`src/rtl/dram_config_pkg.sv`:
```
// constants, field layout and helpers for the dram configuration register block
// assumes one 25 MHz clock and a 32-bit APB slave port in front of the register
`default_nettype none
package dram_config_pkg;

  // ----------------------------------------------------------------
  // structure
  // ----------------------------------------------------------------
  localparam int unsigned LANES  = 4;      // byte lanes of read data
  localparam int unsigned ADDR_W = 16;     // sdram address width
  localparam int unsigned BANK_W = 3;      // sdram bank width
  localparam int unsigned PADDR_W = 12;    // apb address width

  // ----------------------------------------------------------------
  // register map
  // ----------------------------------------------------------------
  localparam logic [PADDR_W-1:0] CFG_OFFSET = 12'h000;

  // ----------------------------------------------------------------
  // field layout
  // ----------------------------------------------------------------
  localparam int unsigned MIRROR_BIT  = 29;
  localparam int unsigned SINGLE_BIT  = 27;
  localparam int unsigned MASK_LSB    = 10;
  localparam int unsigned MASK_MSB    = 17;
  localparam int unsigned MPRALL_BIT  = 7;
  localparam int unsigned PINSEL_LSB  = 4;
  localparam int unsigned PINSEL_MSB  = 6;
  localparam int unsigned EIGHT_BIT   = 3;
  localparam int unsigned MODE_LSB    = 0;
  localparam int unsigned MODE_MSB    = 2;

  localparam logic [31:0] WRITABLE  = 32'h2803_FCFF;  // every non-reserved bit
  localparam logic [31:0] CFG_RESET = 32'h0000_040B;  // mask 0x1, eight banks, DDR3
  localparam logic [2:0]  MODE_DDR3 = 3'h3;
  localparam logic [7:0]  MASK_RESET = 8'h01;
  localparam logic [BANK_W-1:0] BANK4_MASK = 3'h3;     // four-bank parts drop the top bit

  // swap A3/A4, A5/A6, A7/A8 as the mirrored rank wires them
  function automatic logic [ADDR_W-1:0] mirror_addr(input logic [ADDR_W-1:0] a);
    mirror_addr = {a[15:9], a[7], a[8], a[5], a[6], a[3], a[4], a[2:0]};
  endfunction

  // swap BA0/BA1 for the mirrored rank
  function automatic logic [BANK_W-1:0] mirror_bank(input logic [BANK_W-1:0] b);
    mirror_bank = {b[2], b[0], b[1]};
  endfunction

endpackage
`default_nettype wire

```
`src/rtl/lane_compare.sv`:
```
// one byte lane of the training comparator
// assumes expected data and mask are stable in the cycle the beat is valid
`timescale 1ns/1ps
`default_nettype none
module lane_compare (
  input  wire logic [7:0] laneData,   // received byte
  input  wire logic [7:0] laneExpect, // expected byte
  input  wire logic [7:0] laneMask,   // 1 = bit takes part
  output logic            laneOk      // no unmasked bit differs
);
  // masked-out bits can never cause a miss
  assign laneOk = (((laneData ^ laneExpect) & laneMask) == 8'h00);
endmodule
`default_nettype wire

```
`src/rtl/dram_config_register.sv`:
```
// dram configuration register with its command steering and training compare
// assumes APB master in the same clock domain; chip selects are active low pins
//
// The APB register port and the register offsets were left to the implementer.
`timescale 1ns/1ps
`default_nettype none
module dram_config_register (
  input  wire logic                                  sys_clk,        // 25 MHz
  input  wire logic                                  reset_n,        // sync, low
  input  wire logic                                  psel,
  input  wire logic                                  penable,
  input  wire logic                                  pwrite,
  input  wire logic [dram_config_pkg::PADDR_W-1:0]   paddr,
  input  wire logic [31:0]                           pwdata,
  output logic      [31:0]                           prdata,
  output logic                                       pready,
  output logic                                       pslverr,
  input  wire logic                                  cmdValid,       // command offered
  output logic                                       cmdReady,       // low while split
  input  wire logic [1:0]                            cmdRank,        // rank request
  input  wire logic [dram_config_pkg::ADDR_W-1:0]    cmdAddr,
  input  wire logic [dram_config_pkg::BANK_W-1:0]    cmdBank,
  output logic      [1:0]                            ddrCs_n,        // chip selects
  output logic      [dram_config_pkg::ADDR_W-1:0]    ddrAddr,
  output logic      [dram_config_pkg::BANK_W-1:0]    ddrBank,
  input  wire logic                                  gateTraining,   // dqs gate training
  input  wire logic                                  mprRead,        // MPR read mode
  input  wire logic                                  readValid,      // one beat
  input  wire logic [dram_config_pkg::LANES*8-1:0]   readData,
  output logic      [dram_config_pkg::LANES-1:0]     laneMatch,
  output logic                                       laneMatchValid,
  output logic      [2:0]                            memoryTypeMode,
  output logic                                       ddr3Selected,
  output logic                                       eightBankFlag,
  output logic      [2:0]                            primaryDataPinSelect
);

  // ----------------------------------------------------------------
  // register file
  // ----------------------------------------------------------------
  logic [31:0] cfg_q;     // dram_configuration
  logic [31:0] cfg_d;
  logic [31:0] prdata_q;  // read data, loaded in the setup cycle
  logic [31:0] prdata_d;
  logic        hit;       // address decodes to the register
  logic        wrEn;      // write commits in the access cycle

  logic       secondRankAddressMirror;
  logic       singleRankPerCycle;
  logic [7:0] gateTrainingCompareMask;
  logic       mprPatternAllPins;

  assign hit     = (paddr == dram_config_pkg::CFG_OFFSET);
  assign wrEn    = psel & penable & pwrite & hit;
  assign pready  = psel & penable;           // zero wait states
  assign pslverr = psel & penable & ~hit;    // unmapped offsets error out
  assign prdata  = prdata_q;

  // next register value: reserved bits are forced to zero on every write
  always_comb begin
    cfg_d    = cfg_q;
    prdata_d = prdata_q;
    if (wrEn) begin
      cfg_d = pwdata & dram_config_pkg::WRITABLE;
    end
    if (psel & ~penable) begin
      prdata_d = hit ? (cfg_q & dram_config_pkg::WRITABLE) : 32'h0000_0000;
    end
  end

  // register stage; reset values select DDR3, eight banks, mask of bit 0
  always_ff @(posedge sys_clk) begin
    if (!reset_n) begin
      cfg_q    <= dram_config_pkg::CFG_RESET;
      prdata_q <= 32'h0000_0000;
    end else begin
      cfg_q    <= cfg_d;
      prdata_q <= prdata_d;
    end
  end

  // field views
  assign secondRankAddressMirror = cfg_q[dram_config_pkg::MIRROR_BIT];
  assign singleRankPerCycle      = cfg_q[dram_config_pkg::SINGLE_BIT];
  assign gateTrainingCompareMask = cfg_q[dram_config_pkg::MASK_MSB:dram_config_pkg::MASK_LSB];
  assign mprPatternAllPins       = cfg_q[dram_config_pkg::MPRALL_BIT];
  assign memoryTypeMode          = cfg_q[dram_config_pkg::MODE_MSB:dram_config_pkg::MODE_LSB];
  assign ddr3Selected            = (memoryTypeMode == dram_config_pkg::MODE_DDR3);
  assign eightBankFlag           = cfg_q[dram_config_pkg::EIGHT_BIT];
  assign primaryDataPinSelect    = cfg_q[dram_config_pkg::PINSEL_MSB:dram_config_pkg::PINSEL_LSB];

  // ----------------------------------------------------------------
  // command steering
  // ----------------------------------------------------------------
  logic                               pending_q;  // second rank still owed
  logic                               pending_d;
  logic [dram_config_pkg::ADDR_W-1:0] heldAddr_q; // address of the split command
  logic [dram_config_pkg::ADDR_W-1:0] heldAddr_d;
  logic [dram_config_pkg::BANK_W-1:0] heldBank_q;
  logic [dram_config_pkg::BANK_W-1:0] heldBank_d;
  logic [1:0]                         cs_q;       // active-high selects
  logic [1:0]                         cs_d;
  logic [dram_config_pkg::ADDR_W-1:0] addr_q;
  logic [dram_config_pkg::ADDR_W-1:0] addr_d;
  logic [dram_config_pkg::BANK_W-1:0] bank_q;
  logic [dram_config_pkg::BANK_W-1:0] bank_d;
  logic [dram_config_pkg::BANK_W-1:0] bankMask;

  assign cmdReady = ~pending_q;
  assign ddrCs_n  = ~cs_q;
  assign ddrAddr  = addr_q;
  assign ddrBank  = bank_q;
  // four-bank parts never see the top bank bit
  assign bankMask = eightBankFlag ? {dram_config_pkg::BANK_W{1'b1}} : dram_config_pkg::BANK4_MASK;

  // a dual-rank request under the single-rank flag is split over two cycles,
  // rank 0 first; the upstream is stalled through cmdReady meanwhile
  always_comb begin
    pending_d  = 1'b0;
    heldAddr_d = heldAddr_q;
    heldBank_d = heldBank_q;
    cs_d       = 2'b00;
    addr_d     = addr_q;
    // an idle bank bus is masked too, so a stale top bit from an eight-bank
    // setting never lingers once the flag is cleared
    bank_d     = bank_q & bankMask;
    if (pending_q) begin
      // owed half goes to the second rank alone
      cs_d = 2'b10;
      if (secondRankAddressMirror) begin
        addr_d = dram_config_pkg::mirror_addr(heldAddr_q);
        bank_d = dram_config_pkg::mirror_bank(heldBank_q) & bankMask;
      end else begin
        addr_d = heldAddr_q;
        bank_d = heldBank_q & bankMask;
      end
    end else if (cmdValid && cmdRank != 2'b00) begin
      addr_d = cmdAddr;
      bank_d = cmdBank & bankMask;
      if (cmdRank == 2'b11 && singleRankPerCycle) begin
        cs_d       = 2'b01;
        pending_d  = 1'b1;
        heldAddr_d = cmdAddr;
        heldBank_d = cmdBank;
      end else begin
        // a shared dual-rank cycle cannot mirror one rank only, so it stays plain;
        // software is expected to set the single-rank flag with mirroring
        cs_d = cmdRank;
        if (cmdRank == 2'b10 && secondRankAddressMirror) begin
          addr_d = dram_config_pkg::mirror_addr(cmdAddr);
          bank_d = dram_config_pkg::mirror_bank(cmdBank) & bankMask;
        end
      end
    end
  end

  // command registers
  always_ff @(posedge sys_clk) begin
    if (!reset_n) begin
      pending_q  <= 1'b0;
      heldAddr_q <= '0;
      heldBank_q <= '0;
      cs_q       <= 2'b00;
      addr_q     <= '0;
      bank_q     <= '0;
    end else begin
      pending_q  <= pending_d;
      heldAddr_q <= heldAddr_d;
      heldBank_q <= heldBank_d;
      cs_q       <= cs_d;
      addr_q     <= addr_d;
      bank_q     <= bank_d;
    end
  end

  // ----------------------------------------------------------------
  // training and MPR compare
  // ----------------------------------------------------------------
  logic                                comparing;   // either compare mode active
  logic                                beatOdd_q;   // 0-1-0-1 pattern phase
  logic                                beatOdd_d;
  logic [7:0]                          expectByte;
  logic [dram_config_pkg::LANES-1:0]   laneOk;
  logic [dram_config_pkg::LANES-1:0]   match_q;
  logic [dram_config_pkg::LANES-1:0]   match_d;
  logic                                matchValid_q;
  logic                                matchValid_d;

  assign comparing      = gateTraining | mprRead;
  assign laneMatch      = match_q;
  assign laneMatchValid = matchValid_q;

  // expected byte: pattern on every pin, or on the primary pin with others zero
  always_comb begin
    if (mprPatternAllPins) begin
      expectByte = {8{beatOdd_q}};
    end else begin
      expectByte = {7'h00, beatOdd_q} << primaryDataPinSelect;
    end
  end

  // one comparator per byte lane, all sharing the one mask
  for (genvar g = 0; g < dram_config_pkg::LANES; g++) begin : gLane
    lane_compare uLane (
      .laneData   (readData[g*8 +: 8]),
      .laneExpect (expectByte),
      .laneMask   (gateTrainingCompareMask),
      .laneOk     (laneOk[g])
    );
  end

  // pattern phase restarts whenever comparison stops
  always_comb begin
    beatOdd_d    = comparing ? (beatOdd_q ^ readValid) : 1'b0;
    matchValid_d = comparing & readValid;
    match_d      = (comparing & readValid) ? laneOk : match_q;
  end

  // compare registers
  always_ff @(posedge sys_clk) begin
    if (!reset_n) begin
      beatOdd_q    <= 1'b0;
      matchValid_q <= 1'b0;
      match_q      <= '0;
    end else begin
      beatOdd_q    <= beatOdd_d;
      matchValid_q <= matchValid_d;
      match_q      <= match_d;
    end
  end
endmodule
`default_nettype wire

```
`config.mk`:
```
export PLATFORM = sky130hd
export DESIGN_NAME = dram_config_register
export DESIGN_NICKNAME = d
export VERILOG_FILES = /design/src/rtl/dram_config_pkg.sv /design/src/rtl/lane_compare.sv /design/src/rtl/dram_config_register.sv
export SDC_FILE = /design/constraint.sdc
export NUM_CORES = 1
export LEC_CHECK = 0
export BUFFER_PORTS_ARGS = -buffer_cell sky130_fd_sc_hd__clkbuf_2
export CORE_MARGIN = 2
export CORE_UTILIZATION = 52
export DETAILED_ROUTE_END_ITERATION = 10
export PLACE_DENSITY = 0.86
export SYNTH_ARGS = -nofsm -noshare
export SYNTH_HDL_FRONTEND = slang
export SYNTH_SLANG_ARGS = --single-unit
```
`constraint.sdc`:
```
create_clock -name sys_clk -period 3.9 [get_ports sys_clk]
set_input_delay 0.39 -clock sys_clk [delete_from_list [all_inputs] [get_ports sys_clk]]
set_output_delay 0.39 -clock sys_clk [all_outputs]
set_load 0.05 [all_outputs]
```
== Word level (Yosys, flattened, before mapping) ==
Index checks and enable logic that the tools add are counted.

* Register bits: 97
* Bits of input ports: 106
* Output and inout bits: 69
* Word-level logic and storage cells: 73

* Muxes and demuxes: 17
* Reduce and logical (&&, ||, !) cells: 13
* Equality and inequality tests: 3
* Shifts and indexed selects: 1
* Bitwise operators: 27

{| class="wikitable"
|+ Operators with widths
! operator !! number
|-
| $and A8 B8 Y8 || 4
|-
| $logic_not A8 Y1 || 4
|-
| $mux W16 || 2
|-
| $xor A8 B8 Y8 || 4
|-
| $mux W30 || 1
|-
| $mux W9 || 3
|-
| $mux W3 || 6
|-
| $and A3 B3 Y3 || 5
|-
| $logic_not A12 Y1 || 1
|-
| $mux W8 || 1
|-
| $shl A1 B3 Y8 || 1
|-
| $and A1 B1 Y1 || 6
|-
| $mux W2 || 3
|-
| $not A1 Y1 || 5
|-
| $eq A2 B2 Y1 const B || 2
|-
| $reduce_bool A2 Y1 || 2
|-
| $eq A3 B2 Y1 const B || 1
|-
| $logic_and A1 B1 Y1 || 3
|-
| $reduce_and A3 Y1 || 1
|-
| $reduce_or A3 Y1 || 1
|-
| $not A2 Y2 || 1
|-
| $reduce_and A2 Y1 || 1
|-
| $mux W1 || 1
|-
| $or A1 B1 Y1 || 1
|-
| $xor A1 B1 Y1 || 1
|}

== Logic depth before layout (Yosys ltp) ==
* Depth after elaboration: 6
* Depth in mapped cells: 7
* Gate-level depth less buffers: 6

== By module ==
Synthesis repeated with hierarchy kept, for this count alone.

* Cells, all modules: 517
* Area, all modules: 4,410.5 um^2

{| class="wikitable"
|+ By module, submodules not included
! module !! area an instance (um^2) !! cells an instance !! times used !! seq. area each (um^2)
|-
| dram_config_register || 3,975.1 || 465 || 1 || 1,661.6
|-
| lane_compare || 108.9 || 13 || 4 || 0.0
|}

== Worst setup path after synthesis ==
No wires, ideal clock.

* Path kind: input-to-output
* Start point: in penable
* End point: out pslverr
* Arrival: 1.627 ns
* Slack: 1.883 ns
* Path buffers: 0
* Cell stages on the path: 2
* Required time: 3.510 ns
* Cells stage by stage: and2_1 > nor2b_1

* Word-level cells in the longest chain between the ends: 2

{| class="wikitable"
|+ Ends and longest elaborated chain
! item !! RTL line !! source
|-
| start, declared || dram_config_register.sv:11 || <nowiki>input wire logic penable,</nowiki>
|-
| $and A1 B1 Y1 (2 in series) || dram_config_register.sv:56 || <nowiki>assign pslverr = psel & penable & ~hit;</nowiki>
|-
| end, declared || dram_config_register.sv:17 || <nowiki>output logic pslverr,</nowiki>
|}

No other way between the ends.

== Worst setup path in the final report ==
* Start point: reg pending_q
* End point: out cmdReady

* Word-level cells in the longest chain between the ends: 1

{| class="wikitable"
|+ Ends and longest elaborated chain
! item !! RTL line !! source
|-
| start, declared || dram_config_register.sv:95 || <nowiki>logic pending_q;</nowiki>
|-
| start signal, assigned || dram_config_register.sv:167 || <nowiki>pending_q <= pending_d;</nowiki>
|-
| $not A1 Y1 (no line) || - ||
|-
| end, declared || dram_config_register.sv:19 || <nowiki>output logic cmdReady,</nowiki>
|}

No other way between the ends.

==> flow_summary.yaml <==
min_path:
  worstHoldPathType: "primary input to register"
pwr:
  power.density_cell_area_mw_per_mm2: 372.8
  power_frac_seq: 0.464
  power.switching_mw: 0.4846
  largest_vdd_supply_drop_v: 0.0003228
  share_comb_of_total_power: 0.141
  p_clk_frac: 0.394
  power_leakage_nw: 2.487
  post_layout_power_mw: 1.885
  power_switching_share: 0.2571
  internal_power_mw: 1.401
place:
  placement.io_buffers: 146
  dpl_worst_slack_ns: 2.004
  detailedPlacementHpwl_um: 7455
  globalplace.congestion: 0.8545
outcome:
  status: "completed"
setup_path:
  timing.critical_path.buf_inv: 3
  worst_path_largest_cell_delay_ns: 0.46
  timing.critical_path.cells: "inv_1, buf_4, clkbuf_2"
  critPathMaxFanout: 31
  worstPathArrival_ns: 1.56
  cp.required_ns: 3.51
  r2r_setup_slack_ns: 2.03
  timing.critical_path.max_delay_family: "buffers and inverters"
  crit_type: "register to output pin"
  crit_path_start_kind: "register"
  type_of_destination_of_the_critical_path: "output pin"
  cp_max_stage_cell: "dfxtp_1"
detailed_routing:
  route.detailed.vias_per_inst: 5.348
  route.antenna.remaining_nets: 0
  drt-total-wl_um: 9931
  number_of_detailed_route_iterations_in_the_first_pass: 4
  drt-wirelength-per-cell_um: 14.56
  routed-via-count: 3647
  detailedRoute.firstIterationViolations: 74
  detail_route.drc_violations: 0
timing:
  relSlewSlack: 0.4393
  timing.final.crit_share: 0.4995
  timing_hold_violations_final: 0
  worst-slew-pin-transition_ns: 0.8411
  max_freq_ghz: 0.5134
  setup_ws_ns: 1.952
  setup_viol: 0
  finClkSkew_ns: 0.01119
  timing.final.max_slew_violations: 0
  timing.hold.ws_ns: 0.2573
  min_period_ns: 1.948
  rsz0062_at_grt: "false"
  tns_ns: 0
synth:
  ys.flop_type: "dfxtp_1"
  synthesis.instances: 447
  synthDistinctLibCells: 40
  synth.avg_cell_area_um2: 9.234
  ys_warn_count: 0
  netlist_area_mm2: 0.004128
  synth_async_sr_flop_share: 0
  number_of_enable_flip_flop_cells_after_synthesis: 0
  synthDominantCellAreaShare: 0.4025
  synth_top_cells_by_count: "dfxtp_1, nand2_1, mux2i_1"
  synth.ff_latch_count: 83
  cell_taking_the_most_area_after_synthesis: "dfxtp_1"
  yosysSeqAreaShare: 0.4025
  synth_top_cells_by_area: "dfxtp_1, mux2i_1, nand2_1"
  cell_with_the_most_instances_after_synthesis: "dfxtp_1"
global_routing:
  global_route.overflow_total: 0
  wire_length_of_the_first_global_routing_pass_um: 15890
  grt_use_total: 0.2285
  grt_max_degree: 54
  number_of_global_route_vias_before_repair: 3496
  number_of_antenna_violations_at_the_first_check_in_global_routing: 0
clocking:
  post-cts-setup-buffers: 0
  insertion_delay_ns: 0.34
  post_cts_resize_count: 0
  cts_inserted_buffers: 9
  clock_transition_at_the_registers_of_the_reported_paths_ns: 0.08
  max-clock-path-buffers: 2
  cts_num_sinks: 83
  cts_root_buffer: "clkbuf_8"
  tritoncts: "done"
  clock_tree.htree_level_count: 3
  cts-hold-fix-buffers: 0
job:
  drv.max_cap_violation_count: 0
cells_and_area:
  antenna_cells_inserted: 0
  layout.filler_cells: 647
  fin_util: 0.6545
  fraction_of_layout_instances_using_a_drive_strength_above_1: 0.3121
  area_delta_synth_final_pct: 22.52
  num-nets-final: 681
die:
  ios: 175
  row_count: 32
  die_width_um: 93.10
  effective_utilization_at_floorplan: 0.5342
  fp.dieArea_mm2: 0.008667
  chipHeight_um: 93.10
  core_region_area_mm2: 0.007727
metrics by stage:
stage,instances,area (µm²)
2_1_floorplan,460,4177
3_3_place_gp,666,4807
3_5_place_dp,666,4807
4_1_cts,682,5057
5_1_grt,682,5057
6_report,682,5057
cell type report:
| cell class | count | area, µm² | area share |
|---|---|---|---|
| repair buffers | 151 | 768.2 | 0.1519 |
| well taps | 102 | 127.6 | 0.02523 |
| flip-flops and latches | 83 | 1662 | 0.3285 |
| clock buffers | 10 | 137.6 | 0.02721 |
| clock inverters | 6 | 112.6 | 0.02227 |
| inverters | 5 | 18.77 | 0.003711 |
| multi-input cells | 325 | 2231 | 0.4411 |
worst min-delay path, stage by stage:
cell      delay, ns
clkbuf_2       0.07
mux2i_1        0.05
nand2_1        0.05
metal layers:
layer	vias up	GRT usage	wire length, µm
li1	1772	-	-
met1	1679	0.2571	4009
met2	161	0.3979	4812
met3	35	0.05802	769
met4	0	0.1189	340
met5	-	0	0
state kept, by name (all words and copies together) (netlist names):
| signal | cells |
|---|---|
| laneMatch | 4 |
| prdata | 18 |
| heldBank_q | 3 |
| pending_q | 1 |
| cs_q | 2 |
| laneMatchValid | 1 |
| ddrBank | 3 |
| ddrAddr | 16 |
| heldAddr_q | 16 |
| cfg_q | 18 |
| beatOdd_q | 1 |
power by group through the flow:
| stage | logic (mW) | registers, mW | clock network [mW] |
|---|---|---|---|
| after floorplan | 0.132 | 0.950 | 0 |
| after global placement | 0.261 | 0.894 | 0 |
| after detailed placement | 0.265 | 0.895 | 0 |
| after CTS | 0.267 | 0.875 | 0.760 |
| after global routing | 0.283 | 0.877 | 0.798 |
| final | 0.266 | 0.876 | 0.744 |
cell usage in the layout (no fill, tap or decap), types with 3 or more instances in the layout:
cell and count:
and3_1 10, dfxtp_1 83, inv_1 5, clkbuf_8 10, o21ai_2 6, nand2b_1 3, bufinv_16 3, a21boi_0 20
o211ai_1 9, o21ai_0 3, o211a_1 10, mux2i_1 45, a22oi_1 37, buf_4 5, nand4_1 4, clkbuf_2 146
nand2_1 76, xnor2_1 9, nor2b_1 33, nor4_1 3, xor2_1 24, conb_1 14
worst paths after layout:
path	from	to	cells past startpoint
min reg2reg	heldAddr_q[1]	heldAddr_q[1]	2
min	pwdata[3]	cfg_q[3]	3
max reg2reg	cfg_q[29]	ddrBank[0]	4
max	pending_q	cmdReady	3
cells by family after synthesis:
family | Yosys count | share of synthesized area
compound gates | 90 | 0.1740
simple gates | 143 | 0.1725
mux | 45 | 0.1091
buf+inv | 52 | 0.07093
other cells | 1 | 0.0009085
flops | 83 | 0.4025
xor+xnor | 33 | 0.07002
No activity file was read; power rests on OpenSTA's default activity.
